==> src/hdl/pmr_pkg.sv <==
package pmr_pkg;

	// Register word and serial port address widths
	localparam int REG_W  = 24;
	localparam int ADDR_W = 6;

	// Register addresses on the serial control port
	localparam logic [ADDR_W-1:0] ADDR_USB  = 6'h32;
	localparam logic [ADDR_W-1:0] ADDR_LED0 = 6'h33;
	localparam logic [ADDR_W-1:0] ADDR_LED1 = 6'h34;
	localparam logic [ADDR_W-1:0] ADDR_LED2 = 6'h35;

	// USB supply configuration fields
	localparam int USB_ROLE_BIT  = 0;
	localparam int USB_REGEN_BIT = 3;
	localparam int USB_IDPU_BIT  = 8;
	localparam int USB_OTG_BIT   = 10;
	localparam logic [REG_W-1:0] USB_WMASK   = 24'h060509;
	localparam logic [REG_W-1:0] USB_RSTMASK = 24'h060500;
	localparam logic [REG_W-1:0] USB_RST_VAL = 24'h000000;
	localparam logic             REGEN_RST   = 1'h1;

	// Backlight driver field layout, main display and keypad
	localparam int HI_BIT   = 1;
	localparam int RAMP_BIT = 2;
	localparam int DUTY_LSB = 3;
	localparam int DUTY_W   = 6;
	localparam int CUR_LSB  = 9;
	localparam int CUR_W    = 3;
	// Auxiliary display sits this far above the main one
	localparam int AUX_OFS  = 12;

	// Red indicator field layout
	localparam int PER_LSB  = 0;
	localparam int PER_W    = 2;

	// LED control registers: address, writable bits, reset value
	localparam int N_LED = 3;
	localparam logic [ADDR_W-1:0] LED_ADDR [N_LED] =
		'{ADDR_LED0, ADDR_LED1, ADDR_LED2};
	localparam logic [REG_W-1:0] LED_WMASK [N_LED] =
		'{24'hffffff, 24'h007fff, 24'h000007};
	localparam logic [REG_W-1:0] LED_RST_VAL = 24'h000000;

	// Register port request
	typedef struct packed {
		logic              wr;
		logic              rd;
		logic [ADDR_W-1:0] addr;
		logic [REG_W-1:0]  wdata;
	} pmr_req_t;

	// One backlight driver setting
	typedef struct packed {
		logic              high_current;
		logic              ramp_en;
		logic [DUTY_W-1:0] duty;
		logic [CUR_W-1:0]  current;
	} pmr_drv_t;

	// USB supply controls
	typedef struct packed {
		logic vbus_role_select;
		logic usb_regulator_enable;
		logic id_line_pullup_enable;
		logic otg_boost_enable;
	} pmr_usb_t;

	// Red indicator controls
	typedef struct packed {
		logic [PER_W-1:0] red_blink_period;
		logic             red_ramp_en;
	} pmr_red_t;

endpackage

==> src/hdl/pmr_field_reg.sv <==
`timescale 1ns/100ps
module pmr_field_reg #(
	parameter int            W       = 24,
	parameter logic [W-1:0]  WMASK   = '1,
	parameter logic [W-1:0]  RST_VAL = '0
) (
	// Clock and reset
	input  wire logic         clk_i,
	input  wire logic         rst_n_i,
	// Write port
	input  wire logic         wr_i,
	input  wire logic [W-1:0] wdata_i,
	// Stored word
	output logic      [W-1:0] q_o
);

	// Width must be usable
	if (W < 1) begin : g_bad_w
		$error("pmr_field_reg: W must be positive");
	end

	// Only writable bits are ever stored
	logic [W-1:0] q_d;
	assign q_d = wr_i ? (wdata_i & WMASK) : q_o;

	// Storage with reset to the masked default
	always_ff @(posedge clk_i) begin
		if (!rst_n_i) begin
			q_o <= RST_VAL & WMASK;
		end else begin
			q_o <= q_d;
		end
	end

endmodule

==> src/hdl/pmr_regs.sv <==
`timescale 1ns/100ps
// Notes on behaviour
// - USB config bit 0 selects VBUS role, read/write, untouched by reset.
// - Strap open: regulator enable bit 3 resets to 1, forced 1 on bad VBUS.
// - Strap grounded: reset leaves regulator enable; startup load loads it.
// - USB config bit 8 enables ID line pull-up; clears on reset.
// - USB config bit 10 enables OTG boost switcher; clears on reset.
// - LED0 bit 1 selects main display high current; resets to 0.
// - LED0 bit 2 enables main display ramping; resets to 0.
// - LED0 bits 8..3 main display duty, bit 3 LSB; resets to 0.
// - LED0 bits 11..9 main display current setting; resets to 0.
// - LED0 bit 13 selects auxiliary display high current; resets 0.
// - LED0 bit 14 enables auxiliary display ramping; resets to 0.
// - LED0 bits 20..15 auxiliary duty, bit 15 LSB; resets to 0.
// - LED0 bits 23..21 auxiliary current setting; resets to 0.
// - LED1 bit 1 selects keypad high current; resets to 0.
// - LED1 bit 2 enables keypad ramping; resets to 0.
// - LED1 bits 8..3 keypad duty, bit 3 LSB; resets to 0.
// - LED1 bits 11..9 keypad current setting; resets to 0.
// - LED2 bits 1..0 red blink period; resets to 0.
// - LED2 bit 2 enables red channel ramping; resets to 0.
module pmr_regs #(
	parameter int REG_W = pmr_pkg::REG_W
) (
	// Clock and reset
	input  wire logic              sys_clk_i,
	input  wire logic              rst_n_i,
	// Serial control port register access
	input  pmr_pkg::pmr_req_t      req_i,
	output logic [REG_W-1:0]       reg_rdata_o,
	// Strap, VBUS state and startup configuration
	input  wire logic              regulator_setup_strap_open_i,
	input  wire logic              vbus_invalid_i,
	input  wire logic              startup_load_i,
	input  wire logic              startup_vbus_role_i,
	input  wire logic              startup_usb_reg_en_i,
	// Controls to the analog drivers
	output pmr_pkg::pmr_usb_t      usb_o,
	output pmr_pkg::pmr_drv_t      main_disp_o,
	output pmr_pkg::pmr_drv_t      aux_disp_o,
	output pmr_pkg::pmr_drv_t      keypad_o,
	output pmr_pkg::pmr_red_t      red_o
);

	// The field layout is fixed to the 24-bit word
	if (REG_W != pmr_pkg::REG_W) begin : g_bad_w
		$error("pmr_regs: REG_W must match the package word width");
	end

	// Address match, used by every register
	function automatic logic addr_hit(
		input logic [pmr_pkg::ADDR_W-1:0] a,
		input logic [pmr_pkg::ADDR_W-1:0] t
	);
		return a == t;
	endfunction

	// Pull one driver setting out of a register at a bit offset
	function automatic pmr_pkg::pmr_drv_t drv_of(
		input logic [REG_W-1:0] r,
		input int               ofs
	);
		pmr_pkg::pmr_drv_t d;
		d.high_current = r[ofs + pmr_pkg::HI_BIT];
		d.ramp_en      = r[ofs + pmr_pkg::RAMP_BIT];
		d.duty         = r[ofs + pmr_pkg::DUTY_LSB +: pmr_pkg::DUTY_W];
		d.current      = r[ofs + pmr_pkg::CUR_LSB +: pmr_pkg::CUR_W];
		return d;
	endfunction

	// LED control storage
	logic [REG_W-1:0] led_q   [pmr_pkg::N_LED];
	logic             led_hit [pmr_pkg::N_LED];
	logic             led_wr  [pmr_pkg::N_LED];

	// One plain register per LED control word
	for (genvar i = 0; i < pmr_pkg::N_LED; i++) begin : g_led
		assign led_hit[i] = addr_hit(req_i.addr, pmr_pkg::LED_ADDR[i]);
		assign led_wr[i]  = req_i.wr && led_hit[i];
		pmr_field_reg #(
			.W       (REG_W),
			.WMASK   (pmr_pkg::LED_WMASK[i]),
			.RST_VAL (pmr_pkg::LED_RST_VAL)
		) pmr_field_reg_inst (
			.clk_i   (sys_clk_i),
			.rst_n_i (rst_n_i),
			.wr_i    (led_wr[i]),
			.wdata_i (req_i.wdata),
			.q_o     (led_q[i])
		);
	end

	// USB supply configuration decode
	logic             usb_hit;
	logic             usb_wr;
	logic [REG_W-1:0] usb_wval;
	assign usb_hit  = addr_hit(req_i.addr, pmr_pkg::ADDR_USB);
	assign usb_wr   = req_i.wr && usb_hit;
	assign usb_wval = req_i.wdata & pmr_pkg::USB_WMASK;

	// USB state: role, regulator enable, reset-cleared bits
	logic             role_q;
	logic             role_d;
	logic             regen_q;
	logic             regen_d;
	logic [REG_W-1:0] usb_rst_q;
	logic [REG_W-1:0] usb_rst_d;

	// Role: software write beats the startup load
	assign role_d = usb_wr ? usb_wval[pmr_pkg::USB_ROLE_BIT] :
		startup_load_i ? startup_vbus_role_i : role_q;

	// Regulator enable: bad VBUS forces on, then write, then startup
	assign regen_d = vbus_invalid_i ? 1'h1 :
		usb_wr ? usb_wval[pmr_pkg::USB_REGEN_BIT] :
		startup_load_i ? startup_usb_reg_en_i : regen_q;

	// Bits that general reset clears
	assign usb_rst_d = usb_wr ? (usb_wval & pmr_pkg::USB_RSTMASK) :
		usb_rst_q;

	// Role is never touched by general reset
	always_ff @(posedge sys_clk_i) begin
		role_q <= rst_n_i ? role_d : role_q;
	end

	// Regulator enable reset depends on the strap
	always_ff @(posedge sys_clk_i) begin
		if (!rst_n_i) begin
			if (regulator_setup_strap_open_i) begin
				regen_q <= pmr_pkg::REGEN_RST;
			end
		end else begin
			regen_q <= regen_d;
		end
	end

	// Pull-up, OTG boost and spare storage
	always_ff @(posedge sys_clk_i) begin
		if (!rst_n_i) begin
			usb_rst_q <= pmr_pkg::USB_RST_VAL;
		end else begin
			usb_rst_q <= usb_rst_d;
		end
	end

	// Assembled USB word as software sees it
	logic [REG_W-1:0] usb_view;
	always_comb begin
		usb_view = usb_rst_q;
		usb_view[pmr_pkg::USB_ROLE_BIT]  = role_q;
		usb_view[pmr_pkg::USB_REGEN_BIT] = regen_q;
	end

	// Read selection; unmapped addresses read zero
	logic [REG_W-1:0] rd_mux;
	assign rd_mux = usb_hit    ? usb_view :
			led_hit[0] ? led_q[0] :
			led_hit[1] ? led_q[1] :
			led_hit[2] ? led_q[2] : '0;

	// Read data is captured on a read strobe and then held
	always_ff @(posedge sys_clk_i) begin
		if (!rst_n_i) begin
			reg_rdata_o <= '0;
		end else if (req_i.rd) begin
			reg_rdata_o <= rd_mux;
		end
	end

	// USB controls to the analog side
	assign usb_o.vbus_role_select      = role_q;
	assign usb_o.usb_regulator_enable  = regen_q;
	assign usb_o.id_line_pullup_enable =
		usb_rst_q[pmr_pkg::USB_IDPU_BIT];
	assign usb_o.otg_boost_enable      =
		usb_rst_q[pmr_pkg::USB_OTG_BIT];

	// Backlight driver settings
	assign main_disp_o = drv_of(led_q[0], 0);
	assign aux_disp_o  = drv_of(led_q[0],
		pmr_pkg::AUX_OFS);
	assign keypad_o    = drv_of(led_q[1], 0);

	// Red indicator settings
	assign red_o.red_blink_period =
		led_q[2][pmr_pkg::PER_LSB +: pmr_pkg::PER_W];
	assign red_o.red_ramp_en = led_q[2][pmr_pkg::RAMP_BIT];
endmodule

==> config.mk <==
export PLATFORM = sky130hd
export DESIGN_NAME = pmr_regs
export DESIGN_NICKNAME = d
export VERILOG_FILES = /design/src/hdl/pmr_pkg.sv /design/src/hdl/pmr_field_reg.sv /design/src/hdl/pmr_regs.sv
export SDC_FILE = /design/constraint.sdc
export NUM_CORES = 1
export LEC_CHECK = 0
export BUFFER_PORTS_ARGS = -buffer_cell sky130_fd_sc_hd__buf_2
export CORE_ASPECT_RATIO = 0.6
export CORE_MARGIN = 3
export CORE_UTILIZATION = 41
export DETAILED_ROUTE_END_ITERATION = 8
export GPL_TIMING_DRIVEN = 0
export PLACE_DENSITY = 0.69
export SETUP_SLACK_MARGIN = 0.02
export SLEW_MARGIN = 20
export SYNTH_ARGS = -nofsm -noshare
export SYNTH_HDL_FRONTEND = slang
export SYNTH_HIERARCHICAL = 1
export SYNTH_SLANG_ARGS = --single-unit
==> constraint.sdc <==
create_clock -name sys_clk_i -period 2.6 [get_ports sys_clk_i]
set_input_delay 0.52 -clock sys_clk_i [delete_from_list [all_inputs] [get_ports sys_clk_i]]
set_output_delay 0.52 -clock sys_clk_i [all_outputs]
set_load 0.05 [all_outputs]
# Word-level counts from Yosys, hierarchy flattened
# Index checks and enable logic that the tools add are counted.
[word_totals]
output_inout_bits = 64
inputBits = 39
reg_bits = 72
word_cells = 31
[classes]
n_eq_ne = 5
mux = 11
n_reduce_logical = 8
[ops]
columns = ["cell", "count"]
rows = [
  ["24-bit two-way mux", 2],
  ["6-bit == test (second input constant)", 4],
  ["15-bit two-way mux", 1],
  ["1-bit two-way mux", 7],
  ["1-bit logical AND", 4],
  ["4-bit by 1-bit inequality test with 1-bit output (second input constant)", 1],
  ["2-bit AND reduction", 2],
  ["2-bit nonzero test", 2],
  ["3-bit two-way mux", 1],
]

# Logic depth before layout (Yosys ltp)
# Gate-level depths: netlist (run 1).
[logic_depth]
depth_word = 5
depth_mapped = 8
ltp_nobuf = 5

# Hierarchy
# Netlist (run 1), hierarchy kept.
[modules_own_cells]
columns = ["mod", "instances", "area_per_inst_um2", "cells_each"]
rows = [
  ["pmr_regs", 1, 1744.2, 193],
  ["pmr_field_reg at g_led[0].pmr_field_reg_inst", 1, 929.6, 77],
  ["pmr_field_reg at g_led[1].pmr_field_reg_inst", 1, 650.6, 58],
  ["pmr_field_reg at g_led[2].pmr_field_reg_inst", 1, 270.3, 31],
]

# Worst setup path before layout (run 1)
# OpenSTA, ideal clock, no wires.
[synth_path]
path_type = "input to register"
startpoint = "input port req_i[27] (netlist name)"
endpoint = "register g_led[1].pmr_field_reg_inst.q_o[10]"
n_path_buf = 3
setup_slack_ns = 0.623
path_stages = 7
arrival_time_ns = 1.860
path_cell_list = "nor4_4 -> buf_2 -> and2_1 -> buf_6 -> buf_12 -> mux2i_1 -> nor2b_1"
[synth_lines]
columns = ["element", "line_no", "text"]
rows = [
  ["start: declaration", "pmr_regs.sv:29", "input pmr_pkg::pmr_req_t req_i,"],
  ["end signal: assignment", "pmr_field_reg.sv:29", "q_o <= RST_VAL & WMASK;"],
  ["end signal: assignment", "pmr_field_reg.sv:31", "q_o <= q_d;"],
  ["end: declaration", "pmr_field_reg.sv:14", "output logic [W-1:0] q_o"],
]

==> qor.yml, run 1 <==
placed_design:
  detailed_place_hpwl_um: 7060
  place.port_buffers: 102
  dp_cells: 597
  gp_congestion: 0.830
sta:
  min_period_ps: 2130
  clock.fmax_mhz: 470
  finalHoldViolations: 0
  period_share: 0.819
  fin_setup_tns_ps: 0
  rsz0062_at_grt: "no"
  worst_clock_skew_ps: 5.74
  whs_ps: 446
  maxSlewViolCount: 0
  setup_viol: 0
detailed_routing:
  ant_nets: 0
  drc: 0
  wirelength_um: 9580
  drt_iter0_drc: 179
  wl_per_cell_um: 15.6
  num_vias: 2983
  dr.pass1.iters: 5
  viasPerCell: 4.86
worst_setup_path:
  start_kind: "primary input"
  critPathArrivalTime_ps: 2390
  path_max_fanout: 21
  worstSetupPathType: "in2reg"
  cp.required_ps: 2860
  end_kind: "register"
die:
  die_y_um: 78.5
  die-area_sq_um: 9960
  core_area_sq_um: 8200
  row_count: 25
  boundaryPins: 103
  die_w_um: 127
  start_util: 0.439
clock_tree:
  numCtsBuffers: 9
  cts_tree: "built"
  cts_setup_buffers: 0
  clockRootBuffer: "clkbuf_16"
  worst_skew_pair.late_latency_ps: 330
  ctsResizeCount: 0
  cts.reportedPaths.clkPinSlew_ps: 60
  cts_hold_buf: 0
  cts_sinks: 72
  cts_buffer_depth: 2
  cts_max_level: 3
logic_synthesis:
  synthTopCellsByCount: "70 x dfxtp_1, 47 x nor2b_1, 46 x mux2i_1"
  netlist_instances: 359
  post-synth-top-area-cell: "dfxtp_1"
  ys_warn_count: 6
  netlist_area_sq_um: 3590
  yosysSeqAreaShare: 0.407
  synth-edff-count: 2
  avgSynthCellArea_sq_um: 10.0
  synth-main-ff-cell: "dfxtp_1"
  synth.most_common_cell: "dfxtp_1"
  synth.distinct_cells: 34
  async_flop_share: 0
  ys_seq_elements: 72
  netlist_top_cells_area: "dfxtp_1 39%, mux2i_1 13%, nor2b_1 8.2%"
  synth_top_area_frac: 0.390
power:
  pwr-share-comb: 0.086
  p_seq_frac: 0.438
  p_int_w: 0.00197
  power.share.switching: 0.234
  power_density_nw_per_um2: 552
  switchingPower_w: 0.000600
  irDropWorstVdd_uv: 368
  clkPwrFrac: 0.476
  leakage_nw: 1.96
global_route:
  grt_first_pass_wirelength_um: 15300
  overflow: 0
  grt_usage: 0.195
  grt_pass1_vias: 2872
  antenna_found_initial: 0
  grt_max_degree: 22
status:
  outcome: "completed"
layout:
  n_fill_cell: 760
  layout-drive-gt1-share: 0.372
  instances_no_fill: 614
  final_nets: 539
  area_delta_synth_final_pct: 29.4
run:
  maxCapViolCount: 0
worst_hold_path:
  hp-class: "reg2reg"
through the flow:
stage / total power, W / instance area, sq um / utilization / worst slack, ps
4_1_cts: 0.00259 / 4650 / 0.567 / 521
3_3_place_gp: 0.00136 / 4350 / 0.530 / 241
3_5_place_dp: 0.00136 / 4350 / 0.530 / 178
2_1_floorplan: 0.00129 / 3700 / - / 623
5_1_grt: 0.00265 / 4650 / 0.567 / 315
6_report: 0.00257 / 4650 / 0.567 / 472
state kept, by name (all words and copies together), names as in the netlist:
name / flops
g_led.pmr_field_reg_inst/q_o: 42
reg_rdata_o: 24
usb_rst_q: 4
regen_q: 1
role_q: 1
power by group through the flow:
stage	clock, W	sequential [W]	combinational (W)
2_1_floorplan	0	0.00116	0.000122
3_3_place_gp	0	0.00115	0.000215
3_5_place_dp	0	0.00115	0.000218
4_1_cts	0.00125	0.00112	0.000219
5_1_grt	0.00129	0.00112	0.000239
6_report	0.00122	0.00112	0.000221
per-layer routing:
| layer | wire length [um] | up-vias | GRT usage |
|---|---|---|---|
| li1 | - | 1498 | - |
| met1 | 4870 | 1384 | 0.281 |
| met2 | 3990 | 93 | 0.282 |
| met3 | 638 | 8 | 0.0619 |
| met4 | 82 | 0 | 0.0493 |
| met5 | 0 | - | 0 |
cell usage in the layout (no fill, tap or decap), types with 2 or more instances in the layout:
master / n
nand2_1: 23
buf_4: 38
nand3b_1: 6
o31ai_1: 6
conb_1: 30
and3_2: 8
clkbuf_1: 10
nor2b_1: 47
dfxtp_1: 70
edfxtp_1: 2
clkinv_2: 2
buf_12: 4
nand3_1: 3
mux2i_1: 46
clkinvlp_4: 2
buf_2: 103
nand2b_1: 7
a221oi_2: 10
and3_1: 2
buf_6: 3
clkbuf_16: 10
o21ai_0: 26
o21ai_1: 10
a221oi_1: 14
and2_1: 4
nor3_1: 6
clkbuf_8: 2
cells by family (layout without fill, tap and decap cells):
group / Yosys count / after routing / synth area share
AO/OA/AOI/OAI: 70 / 70 / 0.148
multiplexers: 46 / 46 / 0.128
flip-flops: 72 / 72 / 0.407
buffers and inverters: 57 / 175 / 0.124
AND/OR/NAND/NOR: 112 / 112 / 0.191
other: 2 / 31 / 0.00209
worst max-delay path, cell delays in order:
cell	delay, ps
buf_2	360
nand2_1	310
a21oi_2	460
clkbuf_1	410
o21ai_0	180
o21ai_1	150
path summary, 6_finish.rpt:
| check | startpoint | endpoint | slack, ps | cells after the start |
|---|---|---|---|---|
| setup / recovery | rst_n_i | reg_rdata_o[19] | 470 | 6 |
| setup reg to reg | g_led[0].pmr_field_reg_inst/q_o[17] | reg_rdata_o[17] | 1490 | 3 |
| hold reg to reg | reg_rdata_o[6] | reg_rdata_o[6] | 450 | 2 |
| hold / removal | reg_rdata_o[6] | reg_rdata_o[6] | 450 | 2 |
layout make-up:
cell class	instances	area [sq um]	area share
antenna	1	2.50	0.000538
buffer	57	447	0.0960
clock buffer	12	278	0.0597
clock inverter	4	25.0	0.00538
multi-input combinational	258	1790	0.385
sequential	72	1460	0.314
tap	108	135	0.0291
timing repair buffer	102	510	0.110
Power figures use the tool's default switching activity.
==> inputs of run 2 (changes only) <==
ABC_AREA = 1   (was not set)
PLACE_DENSITY = 0.71   (was 0.69)
clock period = 1.86 ns   (was 2.6 ns; I/O delays follow)
==> run 2 against run 1 <==
Effect of this change: sequential share of layout area down 2.2 points; first-iteration DRC count up 73%; critical endpoint is now g_led[0].pmr_field_reg_inst/q_o[14]; largest cell class unchanged; highest routed layer unchanged; hold slack worse by 130 ps; setup slack worse by 220 ps; utilization down 0.54 points; power up 46%; final area up 7.3%; via count up 31%; routed wire length up 23%; clock skew down 1.8 ps; clock power up 47%.
==> qor.yml, run 2 <==
status:
  outcome: "completed"
sta:
  worst_clock_skew_ps: 3.91  # -1.83 ps
  setup_viol: 0  # unchanged
  period_share: 0.866
  whs_ps: 320  # -126 ps
  clock.fmax_mhz: 621
  maxSlewViolCount: 0  # unchanged
  finalWorstSetupSlack_ps: 249  # -223 ps
  worst_pin_slew_ps: 680
  rsz0062_at_grt: "no"
  min_period_ps: 1610
  finalHoldViolations: 0  # unchanged
  relSlewSlack: 0.546
placed_design:
  detailed_place_hpwl_um: 9200  # +30%
  gp_congestion: 0.847  # +2.1%
  dpl_worst_slack_ps: -46.9  # -225 ps
  place.port_buffers: 102  # unchanged
worst_setup_path:
  path_buf_inv: 5  # +3
  cp.depth: 11  # +5
  reg2reg_depth: 4  # +1
  start_kind: "primary input"
  cp_top_family: "buffers and inverters"
  critical_path.max_stage_delay_ps: 230  # -230 ps
  cp_cell_sequence: "buf_2 > inv_1 > nand2_1 > nor2_4 > buf_4 > nand2_1 > nor2_1 > buf_4 > buf_6 > nor2_1 > nor2_1"
  path_max_fanout: 10  # -52%
  critPathArrivalTime_ps: 1880  # -510 ps
  crit_slowest_cell: "buf_4"
  end_kind: "register"
  timing.critical_path.mode_cell: "nor2_1"
  cp.required_ps: 2130  # -730 ps
  worstSetupPathType: "in2reg"
global_route:
  grt_max_degree: 23  # +4.5%
  grt_first_pass_wirelength_um: 18500  # +21%
  overflow: 0  # unchanged
  grt_pass1_vias: 3474  # +21%
  grt_usage: 0.222  # +0.0268
  antenna_found_initial: 0  # unchanged
logic_synthesis:
  synthTopCellsByCount: "142 x nand2_1, 91 x nand3_1, 87 x nor2_1"
  synth-main-ff-cell: "dfxtp_1"
  yosysSeqAreaShare: 0.375  # -0.0319
  synth_top_area_frac: 0.359  # -0.0306
  synth-xor-area-share: 0  # unchanged
  synth_mux_area_frac: 0  # -0.128
  ys_seq_elements: 72  # unchanged
  netlist_top_cells_area: "dfxtp_1 36%, nand2_1 14%, nand3_1 12%"
  netlist_area_sq_um: 3900  # +8.5%
  synthSimpleGateAreaFrac: 0.370  # +0.180
  synth.most_common_cell: "nand2_1"
  synth_compound_area_frac: 0.0808  # -0.0675
  synth_top_family_by_area: "simple AND/OR/NAND/NOR gates"
  netlist_instances: 572  # +59%
  async_flop_share: 0  # unchanged
  synth-adder-area-share: 0  # unchanged
  ys_warn_count: 6  # unchanged
  synth.distinct_cells: 21  # -38%
  avgSynthCellArea_sq_um: 6.82  # -32%
  post-synth-top-area-cell: "dfxtp_1"
  synth-edff-count: 2  # unchanged
layout:
  final_common_cell: "nand2_1"
  layout-drive-gt1-share: 0.305  # -0.0673
  mostFrequentLayoutCells: "142 x nand2_1, 114 x buf_2, 91 x nand3_1, 87 x nor2_1, 70 x dfxtp_1"
  reg.largest.list: "g_led.pmr_field_reg_inst/q_o (42), reg_rdata_o (24), usb_rst_q (4)"
  top_register: "g_led.pmr_field_reg_inst/q_o"
  area_delta_synth_final_pct: 28.0
  largest_reg_flops: 42  # unchanged
  final_nets: 752  # +40%
  n_antenna_cell: 0  # -1
  final_util: 0.562  # -0.00535
clock_tree:
  cts_tree: "built"
  cts.reportedPaths.clkPinSlew_ps: 60  # about the same
  cts_sinks: 72  # unchanged
  cts_setup_buffers: 0  # unchanged
  clockRootBuffer: "clkbuf_16"
  worst_skew_pair.late_latency_ps: 330  # about the same
  cts_buffer_depth: 2  # unchanged
  cts_hold_buf: 0  # unchanged
  ctsResizeCount: 0  # unchanged
  numCtsBuffers: 9  # unchanged
  cts_max_level: 3  # unchanged
detailed_routing:
  wirelength_um: 11800  # +23%
  drt_iter0_drc: 310  # +73%
  num_vias: 3894  # +31%
  ant_nets: 0  # unchanged
  wl_per_cell_um: 14.0  # -10%
  viasPerCell: 4.61  # -5.0%
  dr.pass1.iters: 5  # unchanged
  drc: 0  # unchanged
die:
  boundaryPins: 103  # unchanged
  row_count: 26  # +4.0%
  core_area_sq_um: 8880  # +8.4%
  start_util: 0.439  # +0.000653
  die_y_um: 81.6  # +3.9%
  die-area_sq_um: 10800  # +8.0%
  die_w_um: 132  # +4.0%
power:
  leakage_nw: 2.53  # +29%
  power_density_nw_per_um2: 750  # +36%
  irDropWorstVdd_uv: 443  # +21%
  total_power_w: 0.00374  # +46%
run:
  maxCapViolCount: 0  # unchanged
worst_hold_path:
  hp-class: "in2reg"
  hold_depth: 3  # +1
==> run 2: cell types whose count changed in the layout (fill, tap and decap cells not counted), moves of 14 or more <==
cell,delta
a221oi_1,-14
nor2b_1,-47
o21ai_0,-14
inv_1,+55
mux2i_1,-46
nor2_1,+86
nand3_1,+88
a21oi_2,+23
nand2_1,+119
==> run 2: final timing paths <==
| path | end | slack [ps] | from |
|---|---|---|---|
| max | g_led[0].pmr_field_reg_inst/q_o[14] | 250 | req_i[26] |
| min | role_q | 320 | startup_vbus_role_i |
| max reg2reg | reg_rdata_o[10] | 900 | g_led[0].pmr_field_reg_inst/q_o[10] |
| min reg2reg | g_led[1].pmr_field_reg_inst/q_o[0] | 470 | g_led[1].pmr_field_reg_inst/q_o[0] |
==> run 2: logic make-up (layout without fill, tap and decap cells) <==
kind of cell,count (synthesis),count (layout)
buffers and inverters,120,238
DFF,72,72
and+or+nand+nor,336,336
AOI/OAI and AO/OA,42,42
other,2,30
==> run 2: worst register-to-register path, cell delays in order (launching register included) <==
cell      delay [ps]
dfxtp_1          360
o211ai_1         190
nand3_1          110
nand2_1          110
a21oi_2           50
==> run 2: area by class of cell <==
cell class,count,area (sq um)
clock buffer,12,267
inverter,56,210
timing repair buffer,102,510
fill,887,3890
tap,126,158
clock inverter,4,51.3
sequential,72,1460
buffer,64,462
multi-input combinational,408,1870
==> run 2: per-stage QoR <==
stage,cells,TNS (ps),cell area (sq um)
global route,844,0,4990
CTS,844,0,4990
floorplan,600,0,4010
global placement,828,0,4670
detailed placement,828,-400,4670
finish,844,0,4990
==> run 2: per-layer routing <==
metal	share of wire	wire length, um	track usage	vias to the layer above
met2	0.37	4340	0.296	175
met5	0	0	0	-
met1	0.52	6120	0.346	1691
met3	0.10	1200	0.0532	15
li1	-	-	-	2013
met4	0.012	142	0.0639	0
==> run 2: power breakdown <==
| part | switching, W | leakage [nW] | internal [W] |
|---|---|---|---|
| sequential | 0.0000114 | 0.583 | 0.00156 |
| clock | 0.000639 | 0.155 | 0.00115 |
| combinational | 0.000241 | 1.79 | 0.000142 |
| total | 0.000892 | 2.53 | 0.00285 |
